==> src/core/serial_lines_defs.svh <==
// Constants for the two-channel serial line and modem pin block.
`ifndef SERIAL_LINES_DEFS_SVH
`define SERIAL_LINES_DEFS_SVH
`define AUTO_RTS_BIT 6
`define AUTO_CTS_BIT 7
`define CTRL_RTS_BIT 1
`define CTRL_DTR_BIT 0
`define RTS_IRQ_EN_BIT 6
`define CTS_IRQ_EN_BIT 7
`define STAT_CTS_BIT 4
`define STAT_DSR_BIT 5
`define STAT_RI_BIT 6
`define STAT_CD_BIT 7
`define STAT_DCTS_BIT 0
`define STATUS_RESET 8'h00
`define MARK_LEVEL 1'b1
`endif

==> src/core/serial_lines_pkg.sv <==
// Types shared by the serial line and modem pin block.
`default_nettype none
package serial_lines_pkg;
  typedef enum logic [1:0] {
    TX_IDLE = 2'b00,
    TX_SEND = 2'b01,
    TX_HOLD = 2'b10
  } tx_gate_e;
endpackage
`default_nettype wire

==> src/core/pin_sync.sv <==
// Two-flop synchroniser for a bundle of asynchronous pin inputs.
`timescale 1ns/1ns
`default_nettype none
module pin_sync #(
  parameter int WIDTH = 1
) (
  input wire logic clk_in,
  input wire logic rst_b_in,
  input wire logic [WIDTH-1:0] async_in,
  input wire logic [WIDTH-1:0] reset_val_in,
  output logic [WIDTH-1:0] sync_out
);
  logic [WIDTH-1:0] meta_reg;

  // A zero width would leave the synchroniser with nothing to carry.
  if (WIDTH < 1) begin : g_bad_width
    $error("pin_sync width must be positive");
  end

  // Each bit passes two flops; reset loads the idle value via a clocked load.
  generate
    for (genvar i = 0; i < WIDTH; i++) begin : g_bit
      always_ff @(posedge clk_in) begin
        if (!rst_b_in) begin
          meta_reg[i] <= reset_val_in[i];
          sync_out[i] <= reset_val_in[i];
        end else begin
          meta_reg[i] <= async_in[i];
          sync_out[i] <= meta_reg[i];
        end
      end
    end
  endgenerate
endmodule
`default_nettype wire

==> src/core/serial_lines.sv <==
// Serial data and modem handshake pins of both channels, with flow control.
`timescale 1ns/1ns
`default_nettype none
`include "serial_lines_defs.svh"
module serial_lines
  import serial_lines_pkg::*;
#(
  parameter int CHANNELS = 2
) (
  input wire logic clk_in,
  input wire logic rst_b_in,
  // Core side: per-channel transmit stream (mark high) and busy flag.
  input wire logic [CHANNELS-1:0] core_tx_in,
  input wire logic [CHANNELS-1:0] core_tx_busy_in,
  input wire logic [CHANNELS-1:0] rts_level_in,
  input wire logic [7:0] enhanced_feature_a_in,
  input wire logic [7:0] enhanced_feature_b_in,
  input wire logic [7:0] modem_control_a_in,
  input wire logic [7:0] modem_control_b_in,
  input wire logic [7:0] interrupt_enable_a_in,
  input wire logic [7:0] interrupt_enable_b_in,
  // Line pins.
  output logic line_tx_chan_a_out,
  output logic line_tx_chan_b_out,
  input wire logic line_rx_chan_a_in,
  input wire logic line_rx_chan_b_in,
  input wire logic logic_rx_chan_b_in,
  input wire logic rx_source_select_b_in,
  output logic logic_tx_chan_b_out,
  output logic req_to_send_chan_a_out,
  output logic req_to_send_chan_b_out,
  input wire logic clear_to_send_chan_a_in,
  input wire logic clear_to_send_chan_b_in,
  output logic term_ready_chan_a_out,
  output logic term_ready_chan_b_out,
  input wire logic set_ready_chan_a_in,
  input wire logic set_ready_chan_b_in,
  input wire logic carrier_detect_chan_a_in,
  input wire logic carrier_detect_chan_b_in,
  input wire logic ring_ind_chan_a_in,
  input wire logic ring_ind_chan_b_in,
  // Core side results.
  output logic [CHANNELS-1:0] core_rx_out,
  output logic [CHANNELS-1:0] tx_allowed_out,
  output logic [7:0] modem_status_a_out,
  output logic [7:0] modem_status_b_out,
  output logic [CHANNELS-1:0] cts_irq_out,
  output logic [CHANNELS-1:0] rts_irq_out
);
  // The pin map below is written for exactly two channels.
  if (CHANNELS != 2) begin : g_bad_channels
    $error("serial_lines serves exactly two channels");
  end

  // Pin inputs: rx a, rx b line, rx b logic, sel, cts a/b, dsr/cd/ri a/b.
  logic [11:0] pins_raw;
  logic [11:0] pins_sync;
  logic [11:0] pins_idle;
  assign pins_raw = {ring_ind_chan_b_in, ring_ind_chan_a_in,
                     carrier_detect_chan_b_in, carrier_detect_chan_a_in,
                     set_ready_chan_b_in, set_ready_chan_a_in,
                     clear_to_send_chan_b_in, clear_to_send_chan_a_in,
                     rx_source_select_b_in, logic_rx_chan_b_in,
                     line_rx_chan_b_in, line_rx_chan_a_in};
  // Line inputs idle low; the logic receive input idles at mark.
  assign pins_idle = 12'h004;

  pin_sync #(.WIDTH(12)) u_sync (
    .clk_in(clk_in),
    .rst_b_in(rst_b_in),
    .async_in(pins_raw),
    .reset_val_in(pins_idle),
    .sync_out(pins_sync)
  );

  logic rx_a_line, rx_b_line, rx_b_logic, rx_sel;
  logic [1:0] cts_pin, dsr_pin, cd_pin, ri_pin;
  assign rx_a_line = pins_sync[0];
  assign rx_b_line = pins_sync[1];
  assign rx_b_logic = pins_sync[2];
  assign rx_sel = pins_sync[3];
  assign cts_pin = pins_sync[5:4];
  assign dsr_pin = pins_sync[7:6];
  assign cd_pin = pins_sync[9:8];
  assign ri_pin = pins_sync[11:10];

  logic [7:0] feature [CHANNELS];
  logic [7:0] modem_ctrl [CHANNELS];
  logic [7:0] irq_enable [CHANNELS];
  assign feature[0] = enhanced_feature_a_in;
  assign feature[1] = enhanced_feature_b_in;
  assign modem_ctrl[0] = modem_control_a_in;
  assign modem_ctrl[1] = modem_control_b_in;
  assign irq_enable[0] = interrupt_enable_a_in;
  assign irq_enable[1] = interrupt_enable_b_in;

  // Receive path: line level is inverted to mark-high logic; B may pick the
  // logic input instead. A floating line input reads low, i.e. mark.
  always_ff @(posedge clk_in) begin
    if (!rst_b_in) begin
      core_rx_out <= {CHANNELS{`MARK_LEVEL}};
    end else begin
      core_rx_out[0] <= ~rx_a_line;
      core_rx_out[1] <= rx_sel ? rx_b_logic : ~rx_b_line;
    end
  end

  // Transmit gating per channel: while busy, the stream starts passing only once auto
  // clear-to-send is off or the partner allows it, then passes until busy ends; otherwise hold at mark.
  tx_gate_e gate_reg [CHANNELS];
  logic [CHANNELS-1:0] tx_mark;
  generate
    for (genvar c = 0; c < CHANNELS; c++) begin : g_tx
      logic allow;
      assign allow = !feature[c][`AUTO_CTS_BIT] || cts_pin[c];
      always_ff @(posedge clk_in) begin
        if (!rst_b_in) begin
          gate_reg[c] <= TX_IDLE;
        end else begin
          case (gate_reg[c])
            TX_IDLE: begin
              if (core_tx_busy_in[c]) gate_reg[c] <= allow ? TX_SEND : TX_HOLD;
            end
            TX_SEND: begin
              if (!core_tx_busy_in[c]) gate_reg[c] <= TX_IDLE;
            end
            TX_HOLD: begin
              if (!core_tx_busy_in[c]) gate_reg[c] <= TX_IDLE;
              else if (allow) gate_reg[c] <= TX_SEND;
            end
            default: gate_reg[c] <= TX_IDLE;
          endcase
        end
      end
      // Stream is at mark unless actively sending.
      assign tx_mark[c] = (gate_reg[c] == TX_SEND) ? core_tx_in[c]
                                                   : `MARK_LEVEL;
      always_ff @(posedge clk_in) begin
        if (!rst_b_in) begin
          tx_allowed_out[c] <= 1'b0;
          cts_irq_out[c] <= 1'b0;
          rts_irq_out[c] <= 1'b0;
        end else begin
          tx_allowed_out[c] <= allow;
          cts_irq_out[c] <= irq_enable[c][`CTS_IRQ_EN_BIT] &&
            feature[c][`AUTO_CTS_BIT] && !cts_pin[c];
          // The automatic RTS interrupt fires whether or not software raised RTS first.
          rts_irq_out[c] <= irq_enable[c][`RTS_IRQ_EN_BIT] &&
            feature[c][`AUTO_RTS_BIT] && !rts_level_in[c];
        end
      end
    end
  endgenerate

  // Line outputs are the inverted mark stream so they idle low; reset
  // forces them low directly.
  always_ff @(posedge clk_in) begin
    if (!rst_b_in) begin
      line_tx_chan_a_out <= 1'b0;
      line_tx_chan_b_out <= 1'b0;
      logic_tx_chan_b_out <= `MARK_LEVEL;
    end else begin
      line_tx_chan_a_out <= ~tx_mark[0];
      line_tx_chan_b_out <= ~tx_mark[1];
      logic_tx_chan_b_out <= tx_mark[1];
    end
  end

  // Handshake outputs follow software bits; request-to-send is also gated by
  // the core RTS level when automatic RTS mode is enabled.
  always_ff @(posedge clk_in) begin
    if (!rst_b_in) begin
      req_to_send_chan_a_out <= 1'b0;
      req_to_send_chan_b_out <= 1'b0;
      term_ready_chan_a_out <= 1'b0;
      term_ready_chan_b_out <= 1'b0;
    end else begin
      req_to_send_chan_a_out <= modem_ctrl[0][`CTRL_RTS_BIT] &&
        (!feature[0][`AUTO_RTS_BIT] || rts_level_in[0]);
      req_to_send_chan_b_out <= modem_ctrl[1][`CTRL_RTS_BIT] &&
        (!feature[1][`AUTO_RTS_BIT] || rts_level_in[1]);
      term_ready_chan_a_out <= modem_ctrl[0][`CTRL_DTR_BIT];
      term_ready_chan_b_out <= modem_ctrl[1][`CTRL_DTR_BIT];
    end
  end

  // Status snapshot; unconnected inputs are pulled low and so read zero.
  always_ff @(posedge clk_in) begin
    if (!rst_b_in) begin
      modem_status_a_out <= `STATUS_RESET;
      modem_status_b_out <= `STATUS_RESET;
    end else begin
      modem_status_a_out <= {cd_pin[0], ri_pin[0], dsr_pin[0], cts_pin[0],
        3'h0, cts_pin[0] ^ modem_status_a_out[`STAT_CTS_BIT]};
      modem_status_b_out <= {cd_pin[1], ri_pin[1], dsr_pin[1], cts_pin[1],
        3'h0, cts_pin[1] ^ modem_status_b_out[`STAT_CTS_BIT]};
    end
  end

  // Checks.
  a_reset_tx_low: assert property (@(posedge clk_in)
    !rst_b_in |=> !line_tx_chan_a_out && !line_tx_chan_b_out)
    else $error("line transmit not low after reset");
  a_idle_tx_low: assert property (@(posedge clk_in)
    disable iff (!rst_b_in)
    (gate_reg[0] != TX_SEND) |=> !line_tx_chan_a_out)
    else $error("line transmit A not low while idle");
  a_logic_tx_copy: assert property (@(posedge clk_in)
    disable iff (!rst_b_in) ##1 logic_tx_chan_b_out == ~line_tx_chan_b_out)
    else $error("logic transmit B differs from line stream");
  a_rx_select_logic: assert property (@(posedge clk_in)
    disable iff (!rst_b_in) rx_sel |=> core_rx_out[1] == $past(rx_b_logic))
    else $error("receiver B not fed from logic input");
  a_rx_select_line: assert property (@(posedge clk_in)
    disable iff (!rst_b_in) !rx_sel |=> core_rx_out[1] == !$past(rx_b_line))
    else $error("receiver B not fed from line input");
  a_cts_blocks: assert property (@(posedge clk_in)
    disable iff (!rst_b_in)
    enhanced_feature_a_in[`AUTO_CTS_BIT] && !cts_pin[0] &&
    gate_reg[0] == TX_IDLE |=> gate_reg[0] != TX_SEND)
    else $error("transmit started without clear-to-send");
  a_cts_status: assert property (@(posedge clk_in)
    disable iff (!rst_b_in)
    ##1 modem_status_a_out[`STAT_CTS_BIT] == $past(cts_pin[0]))
    else $error("status bit 4 does not track clear-to-send");
  a_dtr_follow: assert property (@(posedge clk_in)
    disable iff (!rst_b_in)
    ##1 term_ready_chan_b_out == $past(modem_control_b_in[`CTRL_DTR_BIT]))
    else $error("terminal-ready B does not follow control bit");
  a_gpi_read: assert property (@(posedge clk_in)
    disable iff (!rst_b_in)
    ##1 modem_status_b_out[`STAT_RI_BIT] == $past(ri_pin[1]))
    else $error("ring input B not reflected in status");
  a_rts_gate: assert property (@(posedge clk_in)
    disable iff (!rst_b_in)
    !modem_control_a_in[`CTRL_RTS_BIT] |=> !req_to_send_chan_a_out)
    else $error("request-to-send raised without software bit");
  c_send_a: cover property (@(posedge clk_in) gate_reg[0] == TX_SEND);
  c_hold_b: cover property (@(posedge clk_in) gate_reg[1] == TX_HOLD);
  c_rx_logic: cover property (@(posedge clk_in) rx_sel && rst_b_in);
endmodule
`default_nettype wire

==> config.mk <==
export PLATFORM = sky130hd
export DESIGN_NAME = serial_lines
export DESIGN_NICKNAME = d
export VERILOG_FILES = /design/src/core/serial_lines_pkg.sv /design/src/core/pin_sync.sv /design/src/core/serial_lines.sv
export VERILOG_INCLUDE_DIRS = /design/src /design/src/core
export SDC_FILE = /design/constraint.sdc
export NUM_CORES = 1
export LEC_CHECK = 0
export ABC_AREA = 1
export BUFFER_PORTS_ARGS = -buffer_cell sky130_fd_sc_hd__buf_2
export CORE_MARGIN = 3
export CORE_UTILIZATION = 45
export DETAILED_ROUTE_END_ITERATION = 10
export PLACE_DENSITY_LB_ADDON = 0.05
export SYNTH_ARGS = -nofsm -noshare
export SYNTH_HDL_FRONTEND = slang
export SYNTH_SLANG_ARGS = --single-unit
==> constraint.sdc <==
create_clock -name clk_in -period 2.7 [get_ports clk_in]
set_clock_uncertainty 0.15 [all_clocks]
set_input_delay 0.405 -clock clk_in [delete_from_list [all_inputs] [get_ports clk_in]]
set_output_delay 0.405 -clock clk_in [all_outputs]
set_load 0.1 [all_outputs]
==> flow_summary.json, run 1 <==
{
  "worst_ep_arrival_time_ns": 1.09,
  "die_area_mm2": 0.00471,
  "final_nets": 319,
  "antenna_found_initial": 0,
  "num_io_pins": 99,
  "drt_first_pass_iters": 4,
  "gr-total-overflow": 0,
  "clock_insertion_delay_worst_skew_ns": 0.30,
  "final.setup.worst_slack_ns": 1.05,
  "post_cts_buffers": 0,
  "detail_route.vias_per_cell": 4.05,
  "preCtsSetupSlack_ns": 0.987,
  "critPathKind": "register to primary output",
  "finalInstanceArea_mm2": 0.00215,
  "vdd.ir_drop.worst_uv": 325,
  "cts_made_buffers": 5,
  "setup_viol": 0,
  "grt_first_pass_wirelength_mm": 4.02,
  "netlist.area_leader.share_pct": 55.6,
  "path_buf_inv": 1,
  "critical_path.startpoint_type": "register",
  "cts_tree": "built",
  "drive_gt1_share_pct": 30.2,
  "synth-seq-area-share_pct": 62.4,
  "track_usage_pct": 11.7,
  "cts.root.buffer_cell": "clkbuf_8",
  "die_w_um": 68.6,
  "die_height_um": 68.6,
  "async_reset_ff_share_pct": 0,
  "top_family_by_delay_on_critical_path": "buffers and inverters",
  "sequential_fraction_of_design_power_pct": 52.7,
  "hold_ws_ns": 0.121,
  "hold_class": "primary input to register",
  "syn-cell-area_mm2": 0.00176,
  "biggest_area_contributors_in_the_synthesized_netlist": "dfxtp_1, nand2_1, inv_1",
  "core_mm2": 0.00372,
  "clk_transition_reported_paths_ns": 0.08,
  "comb_power_share_pct": 15.6,
  "yosys_warnings": 0,
  "power.total_uw": 1610,
  "synth-main-ff-cell": "dfxtp_1",
  "antenna_violating_nets_post_route": 0,
  "layout_min_cycle_time_ns": 1.65,
  "drt_iter0_markers": 69,
  "grt_setup_unrepaired": "no",
  "critical-path-max-stage-delay_ns": 0.44,
  "dpl-instance-area_mm2": 0.00203,
  "worst-endpoint-required_ns": 2.14,
  "grt_pass1_vias": 983,
  "hold_fix_buffer_count_after_cts": 0,
  "netlist.top_cell.by_area": "dfxtp_1",
  "crit_path_cell_trace": "buf_2",
  "p_int_uw": 1150,
  "synth_edf_count": 4,
  "netSwitchingPower_uw": 461,
  "cts-resized-gates": 0,
  "post_synth_num_cell_types": 24,
  "powerDensity_mw_per_mm2": 749,
  "slowest_cell_on_crit_path": "buf_2",
  "setup_tns_ns": 0,
  "switching_share_pct": 28.7,
  "report.final.slew_viol_count": 0,
  "layout_worst_path_cycle_share_pct": 61.0,
  "syn_to_final_growth_pct": 21.8,
  "floorplan.initialDensity_pct": 47.5,
  "max-clock-path-buffers": 2,
  "cts.sink_count": 53,
  "flop_and_latch_count_out_of_synthesis": 53,
  "remaining_drc_errors": 0,
  "drt-total-wl_mm": 2.62,
  "cts.htree.levels": 2,
  "timing.max_cap.violations": 0,
  "wl_per_cell_um": 8.74,
  "final_hold_viol_count": 0,
  "cellLeakagePower_uw": 0.00127,
  "synthesis.area_per_instance_um2": 9.09,
  "buffer_ports.inserted": 56,
  "clock.fmax_mhz": 607,
  "clockPowerShare_pct": 31.7,
  "n_fill_cell": 366,
  "synth.most_common_cell": "dfxtp_1",
  "postSynthCellCount": 194,
  "run_status": "finished clean",
  "crit_fanout": 2,
  "n_antenna_cell": 0,
  "routabilityCongestion": 0.730,
  "synth_top_cells_by_count": "dfxtp_1, nand2_1, inv_1",
  "placement_rows": 22,
  "dp_hpwl_mm": 1.91,
  "end_kind": "primary output",
  "grt_start_max_net_pins": 28,
  "routed-via-count": 1215
}
cell type report:
class	count	area (um2)	area share, %
clock inverter	1	6.26	0.291
multi-input combinational	88	413	19.2
tap	48	60.1	2.80
sequential	53	1100	51.3
inverter	46	173	8.04
clock buffer	7	108	5.01
timing repair buffer	57	288	13.4
stage by stage:
stage,instances,util [%]
3_5_place_dp,292,54.7
4_1_cts,300,57.8
2_1_floorplan,199,-
5_1_grt,300,57.8
3_3_place_gp,292,54.7
6_report,300,57.8
worst paths after layout:
path	from	end	slack, ns	cells past startpoint
max reg2reg	u_sync.sync_out[4]	gate_reg[0][1]	1.37	6
max	modem_status_b_out[4]	modem_status_b_out[4]	1.05	1
min reg2reg	u_sync.sync_out[0]	core_rx_out[0]	0.23	1
min	core_tx_in[0]	line_tx_chan_a_out	0.12	2
cell usage in the layout (no fill, tap or decap), types with 2 or more instances in the layout:
cell type,netlist,final
inv_2,3,3
o21ai_0,3,3
nor2_1,13,13
or2_1,2,2
nand2_1,44,44
edfxtp_1,4,4
clkbuf_8,0,6
xnor2_1,2,2
nand3_1,3,3
nand2_2,2,2
dfxtp_1,49,49
inv_1,43,43
and3_1,3,3
a21oi_1,2,2
conb_1,1,6
nor3_2,2,2
buf_2,2,56
layer usage:
layer	share of wire [%]	track usage [%]
met5	0	0
met4	1.4	5.96
met2	44	18.7
met1	44	13.0
met3	10	5.19
worst register-to-register path, cell delays in order, from the launching register on:
cell and delay (ns):
dfxtp_1 0.37, inv_1 0.06, nand2_2 0.09, nand2_1 0.10, o21ai_0 0.09, nand3_1 0.09
nand2_1 0.10
power groups by stage:
stage / Clock, uW / Sequential (uW) / Combinational (uW)
CTS: 525 / 849 / 253
finish: 509 / 849 / 251
global placement: 0 / 867 / 252
floorplan: 0 / 973 / 110
global route: 551 / 855 / 271
detailed placement: 0 / 868 / 253
logic make-up (layout without fill, tap and decap cells):
group / after synthesis / after routing / share of synthesized area (%)
buffers and inverters: 58 / 111 / 15.2
other: 1 / 6 / 0.213
and+or+nand+nor: 74 / 74 / 19.2
AOI/OAI and AO/OA: 6 / 6 / 1.91
DFF: 53 / 53 / 62.4
xor gates and xnor gates: 2 / 2 / 0.993
(Power assumes the default switching activity.)
==> run 2, diff against run 1 <==
--- a/config.mk
+++ b/config.mk
@@ -6,10 +6,10 @@
 export SDC_FILE = /design/constraint.sdc
 export NUM_CORES = 1
 export LEC_CHECK = 0
-export ABC_AREA = 1
+export ABC_AREA = 0
 export BUFFER_PORTS_ARGS = -buffer_cell sky130_fd_sc_hd__buf_2
 export CORE_MARGIN = 3
-export CORE_UTILIZATION = 45
+export CORE_UTILIZATION = 42
 export DETAILED_ROUTE_END_ITERATION = 10
 export PLACE_DENSITY_LB_ADDON = 0.05
 export SYNTH_ARGS = -nofsm -noshare
==> constraint.sdc (replaced) <==
create_clock -name clk_in -period 1.6 [get_ports clk_in]
set_clock_uncertainty 0.15 [all_clocks]
set_input_delay 0.24 -clock clk_in [delete_from_list [all_inputs] [get_ports clk_in]]
set_output_delay 0.24 -clock clk_in [all_outputs]
set_load 0.1 [all_outputs]
==> flow_summary.json, run 2 <==
{
  "grt_util_met1_pct": 12.7,
  "setup_tns_ns": 0,
  "worstReg2RegEnd": "gate_reg[1][0]",
  "power.total_uw": 2580,
  "clk_transition_reported_paths_ns": 0.08,
  "gr-max-usage-layer": "met2",
  "synth_edf_count": 4,
  "n_antenna_cell": 0,
  "cts_tree": "built",
  "cts.root.buffer_cell": "clkbuf_8",
  "synthAdderAreaFrac_pct": 0,
  "cellLeakagePower_uw": 0.00106,
  "layout_worst_path_cycle_share_pct": 93.7,
  "wl_per_cell_um": 10.7,
  "synth_top_cells_by_count": "dfxtp_1, and2_1, buf_4, nand2_1, nand2b_1",
  "die_w_um": 68.9,
  "drive_gt1_share_pct": 30.1,
  "critPathKind": "register to register",
  "track_usage_pct": 13.0,
  "layout_min_cycle_time_ns": 1.50,
  "yosys_warnings": 0,
  "worst_ep_arrival_time_ns": 1.31,
  "synthesis.area_per_instance_um2": 11.8,
  "worstReg2RegStart": "gate_reg[1][0]",
  "synth_compound_gate_area_share_pct": 3.01,
  "cts.htree.levels": 2,
  "routed-via-count": 1149,
  "final_cell_count_no_fill": 267,
  "clock.fmax_mhz": 667,
  "layout_common_cells": "buf_2, dfxtp_1, and2_1",
  "max-clock-path-buffers": 2,
  "remaining_drc_errors": 0,
  "number_of_cells_on_the_worst_reg_to_reg_path": 2,
  "synth_simple_gate_area_share_pct": 24.5,
  "core_mm2": 0.00374,
  "floorplan.initialDensity_pct": 44.4,
  "slowest_cell_on_crit_path": "edfxtp_1",
  "layout.cells.most_common": "buf_2",
  "crit_path_cell_trace": "nor2b_1 > o311ai_1",
  "routabilityCongestion": 0.629,
  "combinational_family_with_the_most_area_after_synthesis": "simple AND/OR/NAND/NOR gates",
  "grt_pass1_vias": 1103,
  "post_placement_cell_count": 240,
  "cts.sink_count": 53,
  "grt_first_pass_wirelength_mm": 4.40,
  "met3_track_demand_over_resource_pct": 5.51,
  "drt_first_pass_iters": 3,
  "report.final.slew_viol_count": 0,
  "netlist.top_cell.by_area": "dfxtp_1",
  "r2r_slack_ns": 0.10,
  "worst-path-stages": 2,
  "timing.max_cap.violations": 0,
  "placement_rows": 22,
  "setup_viol": 0,
  "grt_util_met2_pct": 23.1,
  "drt-total-wl_mm": 2.85,
  "synth-main-ff-cell": "dfxtp_1",
  "post_synth_num_cell_types": 27,
  "vdd.ir_drop.worst_uv": 614,
  "antenna_violating_nets_post_route": 0,
  "synthMuxAreaShare_pct": 0,
  "syn_to_final_growth_pct": 34.6,
  "hold_ws_ns": 0.0169,
  "worstSetupStartpoint": "gate_reg[1][0]",
  "cts-resized-gates": 0,
  "netlist.area_leader.share_pct": 59.0,
  "antenna_found_initial": 0,
  "crit_fanout": 7,
  "p_int_uw": 1830,
  "switching_share_pct": 29.1,
  "biggest_area_contributors_in_the_synthesized_netlist": "dfxtp_1, and2_1, edfxtp_1",
  "final_hold_viol_count": 0,
  "netSwitchingPower_uw": 750,
  "synth-seq-area-share_pct": 66.3,
  "worst-endpoint-required_ns": 1.41,
  "sequential_fraction_of_design_power_pct": 55.4,
  "critical-path-max-stage-delay_ns": 0.48,
  "postSynthCellCount": 141,
  "die_height_um": 68.9,
  "buffer_ports.inserted": 56,
  "top_family_by_delay_on_critical_path": "flip-flops",
  "grt_setup_unrepaired": "no",
  "run_status": "finished clean",
  "end_kind": "register",
  "cts_made_buffers": 5,
  "worst_setup_path_endpoint": "gate_reg[1][0]",
  "clockPowerShare_pct": 27.7,
  "drt_iter0_markers": 68,
  "critical_path.startpoint_type": "register",
  "hold_class": "primary input to register",
  "num_io_pins": 99,
  "final_nets": 286,
  "async_reset_ff_share_pct": 0,
  "powerDensity_mw_per_mm2": 1150,
  "detail_route.vias_per_cell": 4.30,
  "grt_start_max_net_pins": 34,
  "die_area_mm2": 0.00475,
  "syn-cell-area_mm2": 0.00166,
  "flop_and_latch_count_out_of_synthesis": 53,
  "dp_hpwl_mm": 1.89,
  "synth.most_common_cell": "dfxtp_1",
  "path_buf_inv": 0,
  "gr-total-overflow": 0,
  "comb_power_share_pct": 16.9,
  "clock_insertion_delay_worst_skew_ns": 0.30,
  "synth_xor_xnor_area_share_pct": 1.05
}
==> run 2: cell types whose count changed after synthesis, sizes merged, moves of 5 or more <==
cell | previous run | this run
nand2 | 46 | 6
and2 | 0 | 36
inv | 46 | 4
buf | 12 | 7
nor2 | 13 | 3
nand2b | 0 | 5
==> run 2: kinds of logic (layout without fill, tap and decap cells) <==
group	Yosys count	after routing
AOI/OAI and AO/OA	7	7
xor gates and xnor gates	2	2
buffers and inverters	15	88
DFF	53	53
other	1	6
and+or+nand+nor	63	63
==> run 2: what timing repair did <==
item | 4_1_cts | 5_1_grt
hold buffers | 19 | 0
buffers inserted | 0 | 0
endpoints found under the hold margin | 20 | 0
==> run 2: area by class of cell <==
type	instances	area [um2]
timing repair buffer	76	478
tap	48	60.1
clock buffer	5	68.8
clock inverter	3	16.3
sequential	53	1100
multi-input combinational	78	498
fill	353	1510
inverter	4	15.0
==> run 2: worst min-delay path by stage <==
stage                              from            endpoint  slack, ns  cells past startpoint
5_1_grt        interrupt_enable_b_in[7]      cts_irq_out[1]       0.01                      3
6_report       interrupt_enable_b_in[7]      cts_irq_out[1]       0.02                      3
2_1_floorplan             core_tx_in[0]  line_tx_chan_a_out       0.16                      1
3_3_place_gp         u_sync.sync_out[0]      core_rx_out[0]       0.20                      1
4_1_cts        interrupt_enable_b_in[7]      cts_irq_out[1]      0.003                      3
3_5_place_dp         u_sync.sync_out[0]      core_rx_out[0]       0.21                      1
==> run 2: metrics by stage <==
step                      cell area (um2)  setup slack, ns  util [%]
after floorplan                      1680           0.0963         -
after global placement               1960            0.192      52.4
after detailed placement             1960            0.106      52.4
after CTS                            2240           0.0890      59.8
after global routing                 2240           0.0297      59.8
final                                2240            0.100      59.8
==> run 2: per-layer routing <==
layer / routed length [um] / up-vias / share of wire [%]
met5: 0 / - / 0
met4: 51 / 0 / 1.8
met3: 274 / 6 / 9.6
met2: 1400 / 46 / 49
met1: 1130 / 502 / 39
li1: - / 595 / -
==> run 2: tightest hold or removal path, cell delays in order <==
cell	delay, ns
buf_2	0.10
nand2_1	0.05
nor2_1	0.03
==> run 2: power by group through the flow <==
| stage | sequential [uW] | clock [uW] | combinational, uW |
|---|---|---|---|
| 2_1_floorplan | 1630 | 0 | 155 |
| 3_3_place_gp | 1460 | 0 | 392 |
| 5_1_grt | 1440 | 797 | 460 |
| 4_1_cts | 1430 | 749 | 437 |
| 3_5_place_dp | 1460 | 0 | 400 |
| 6_report | 1430 | 715 | 435 |
==> run 3, diff against run 2 <==
--- a/config.mk
+++ b/config.mk
@@ -11,7 +11,7 @@
 export CORE_MARGIN = 3
 export CORE_UTILIZATION = 42
 export DETAILED_ROUTE_END_ITERATION = 10
-export PLACE_DENSITY_LB_ADDON = 0.05
+export PLACE_DENSITY = 0.78
 export SYNTH_ARGS = -nofsm -noshare
 export SYNTH_HDL_FRONTEND = slang
 export SYNTH_SLANG_ARGS = --single-unit
==> flow_summary.json, run 3 (synthesis results as in run 2) <==
{
  "run_status": "finished clean",
  "drive_gt1_share_pct": 29.0,
  "number_of_cells_on_the_worst_reg_to_reg_path": 2,
  "layout_min_cycle_time_ns": 1.48,
  "post_cts_buffers": 0,
  "whs_endpoint": "cts_irq_out[1]",
  "layout_common_cells": "buf_2, dfxtp_1, and2_1",
  "drt_iter0_markers": 30,
  "n_antenna_cell": 0,
  "worst_ep_arrival_time_ns": 1.29,
  "powerDensity_mw_per_mm2": 1150,
  "final_hold_viol_count": 0,
  "layout_worst_path_cycle_share_pct": 92.4,
  "floorplan.initialDensity_pct": 44.4,
  "grt_pass1_vias": 1113,
  "clock.fmax_mhz": 676,
  "timing.max_cap.violations": 0,
  "dp_hpwl_mm": 1.95,
  "worstReg2RegStart": "gate_reg[1][0]",
  "track_usage_pct": 13.6,
  "setup_tns_ns": 0,
  "layout.cells.most_common": "buf_2",
  "die_height_um": 68.9,
  "drt_first_pass_iters": 4,
  "hold_ws_ns": 0.0142,
  "crit_fanout": 7,
  "core_mm2": 0.00374,
  "hp-start": "interrupt_enable_b_in[7]",
  "grt_first_pass_wirelength_mm": 4.62,
  "hold_class": "primary input to register",
  "placement_rows": 22,
  "cts.root.buffer_cell": "clkbuf_8",
  "worstReg2RegEnd": "gate_reg[1][0]",
  "wl_per_cell_um": 11.1,
  "routabilityCongestion": 0.728,
  "grt_start_max_net_pins": 36,
  "critical_path.startpoint_type": "register",
  "grt_setup_unrepaired": "no",
  "cts.htree.levels": 2,
  "gr-total-overflow": 0,
  "antenna_found_initial": 0,
  "report.final.slew_viol_count": 0,
  "critPathKind": "register to register",
  "cts.sink_count": 53,
  "die_w_um": 68.9,
  "end_kind": "register",
  "setup_viol": 0,
  "die_area_mm2": 0.00475,
  "clk_transition_reported_paths_ns": 0.08,
  "routed-via-count": 1152,
  "max-clock-path-buffers": 2,
  "syn_to_final_growth_pct": 33.1,
  "num_io_pins": 99,
  "cellLeakagePower_uw": 0.00104,
  "cts_tree": "built",
  "drt-total-wl_mm": 2.94,
  "remaining_drc_errors": 0,
  "final_nets": 284,
  "vdd.ir_drop.worst_uv": 725,
  "timing.hold.worst_path_depth": 3,
  "clock_insertion_delay_worst_skew_ns": 0.29,
  "cts_made_buffers": 5,
  "r2r_slack_ns": 0.12,
  "antenna_violating_nets_post_route": 0,
  "buffer_ports.inserted": 56,
  "detail_route.vias_per_cell": 4.35,
  "worst-endpoint-required_ns": 1.41
}
run 3: changes by cell type in the layout (fill, tap and decap cells not counted):
cell,delta
clkbuf_1,+3
clkinv_2,-2
dlygate4sd3_1,-2
inv_4,-1
run 3: worst max path at each step:
stage	startpoint	endpoint	slack, ns	depth (start not counted)
floorplan	modem_status_a_out[4]	modem_status_a_out[0]	0.1	2
global placement	gate_reg[1][0]	gate_reg[1][0]	0.17	2
detailed placement	gate_reg[1][0]	gate_reg[1][0]	0.14	2
CTS	modem_status_b_out[4]	modem_status_b_out[4]	0.12	1
global route	gate_reg[1][0]	gate_reg[1][0]	0.05	2
finish	gate_reg[1][0]	gate_reg[1][0]	0.12	2
run 3: worst max-delay path: stages (launching register included):
cell      delay, ns
edfxtp_1       0.48
nor2b_1        0.18
o311ai_1       0.34
run 3: layout make-up:
cell class / count / area, um2
Clock buffer: 8 / 80.1
Fill cell: 329 / 1530
Inverter: 4 / 15.0
Multi-Input combinational cell: 78 / 498
Sequential cell: 53 / 1100
Tap cell: 48 / 60.1
Timing Repair Buffer: 74 / 458
run 3: routing by layer:
layer  vias up  GRT usage (%)  share of wire (%)
met3         2           4.86                8.8
li1        589              -                  -
met2        46           24.4                 52
met1       515           14.3                 39
met4         0           5.84               0.37
met5         -              0                  0
run 3: metrics by stage:
step           instances  instance area, um2  setup WS [ns]  total power (uW)  util, %
6_report             265                2210          0.121              2550     59.1
5_1_grt              265                2210         0.0503              2680     59.1
4_1_cts              265                2210          0.123              2590     59.1
3_3_place_gp         240                1960          0.167              1850     52.4
3_5_place_dp         240                1960          0.142              1860     52.4
2_1_floorplan        146                1680         0.0963              1790        -
run 3: where the power goes:
| group | total [uW] | internal [uW] | switching [uW] |
|---|---|---|---|
| sequential | 1430 | 1400 | 27.0 |
| clock | 690 | 311 | 379 |
| combinational | 431 | 119 | 312 |
| total | 2550 | 1830 | 719 |
run 3: repair_timing:
action | in CTS | in global routing
setup endpoints to repair | 0 | 0
hold endpoints to repair | 18 | 0
gates resized for setup | 0 | 0
hold buffers | 17 | 0
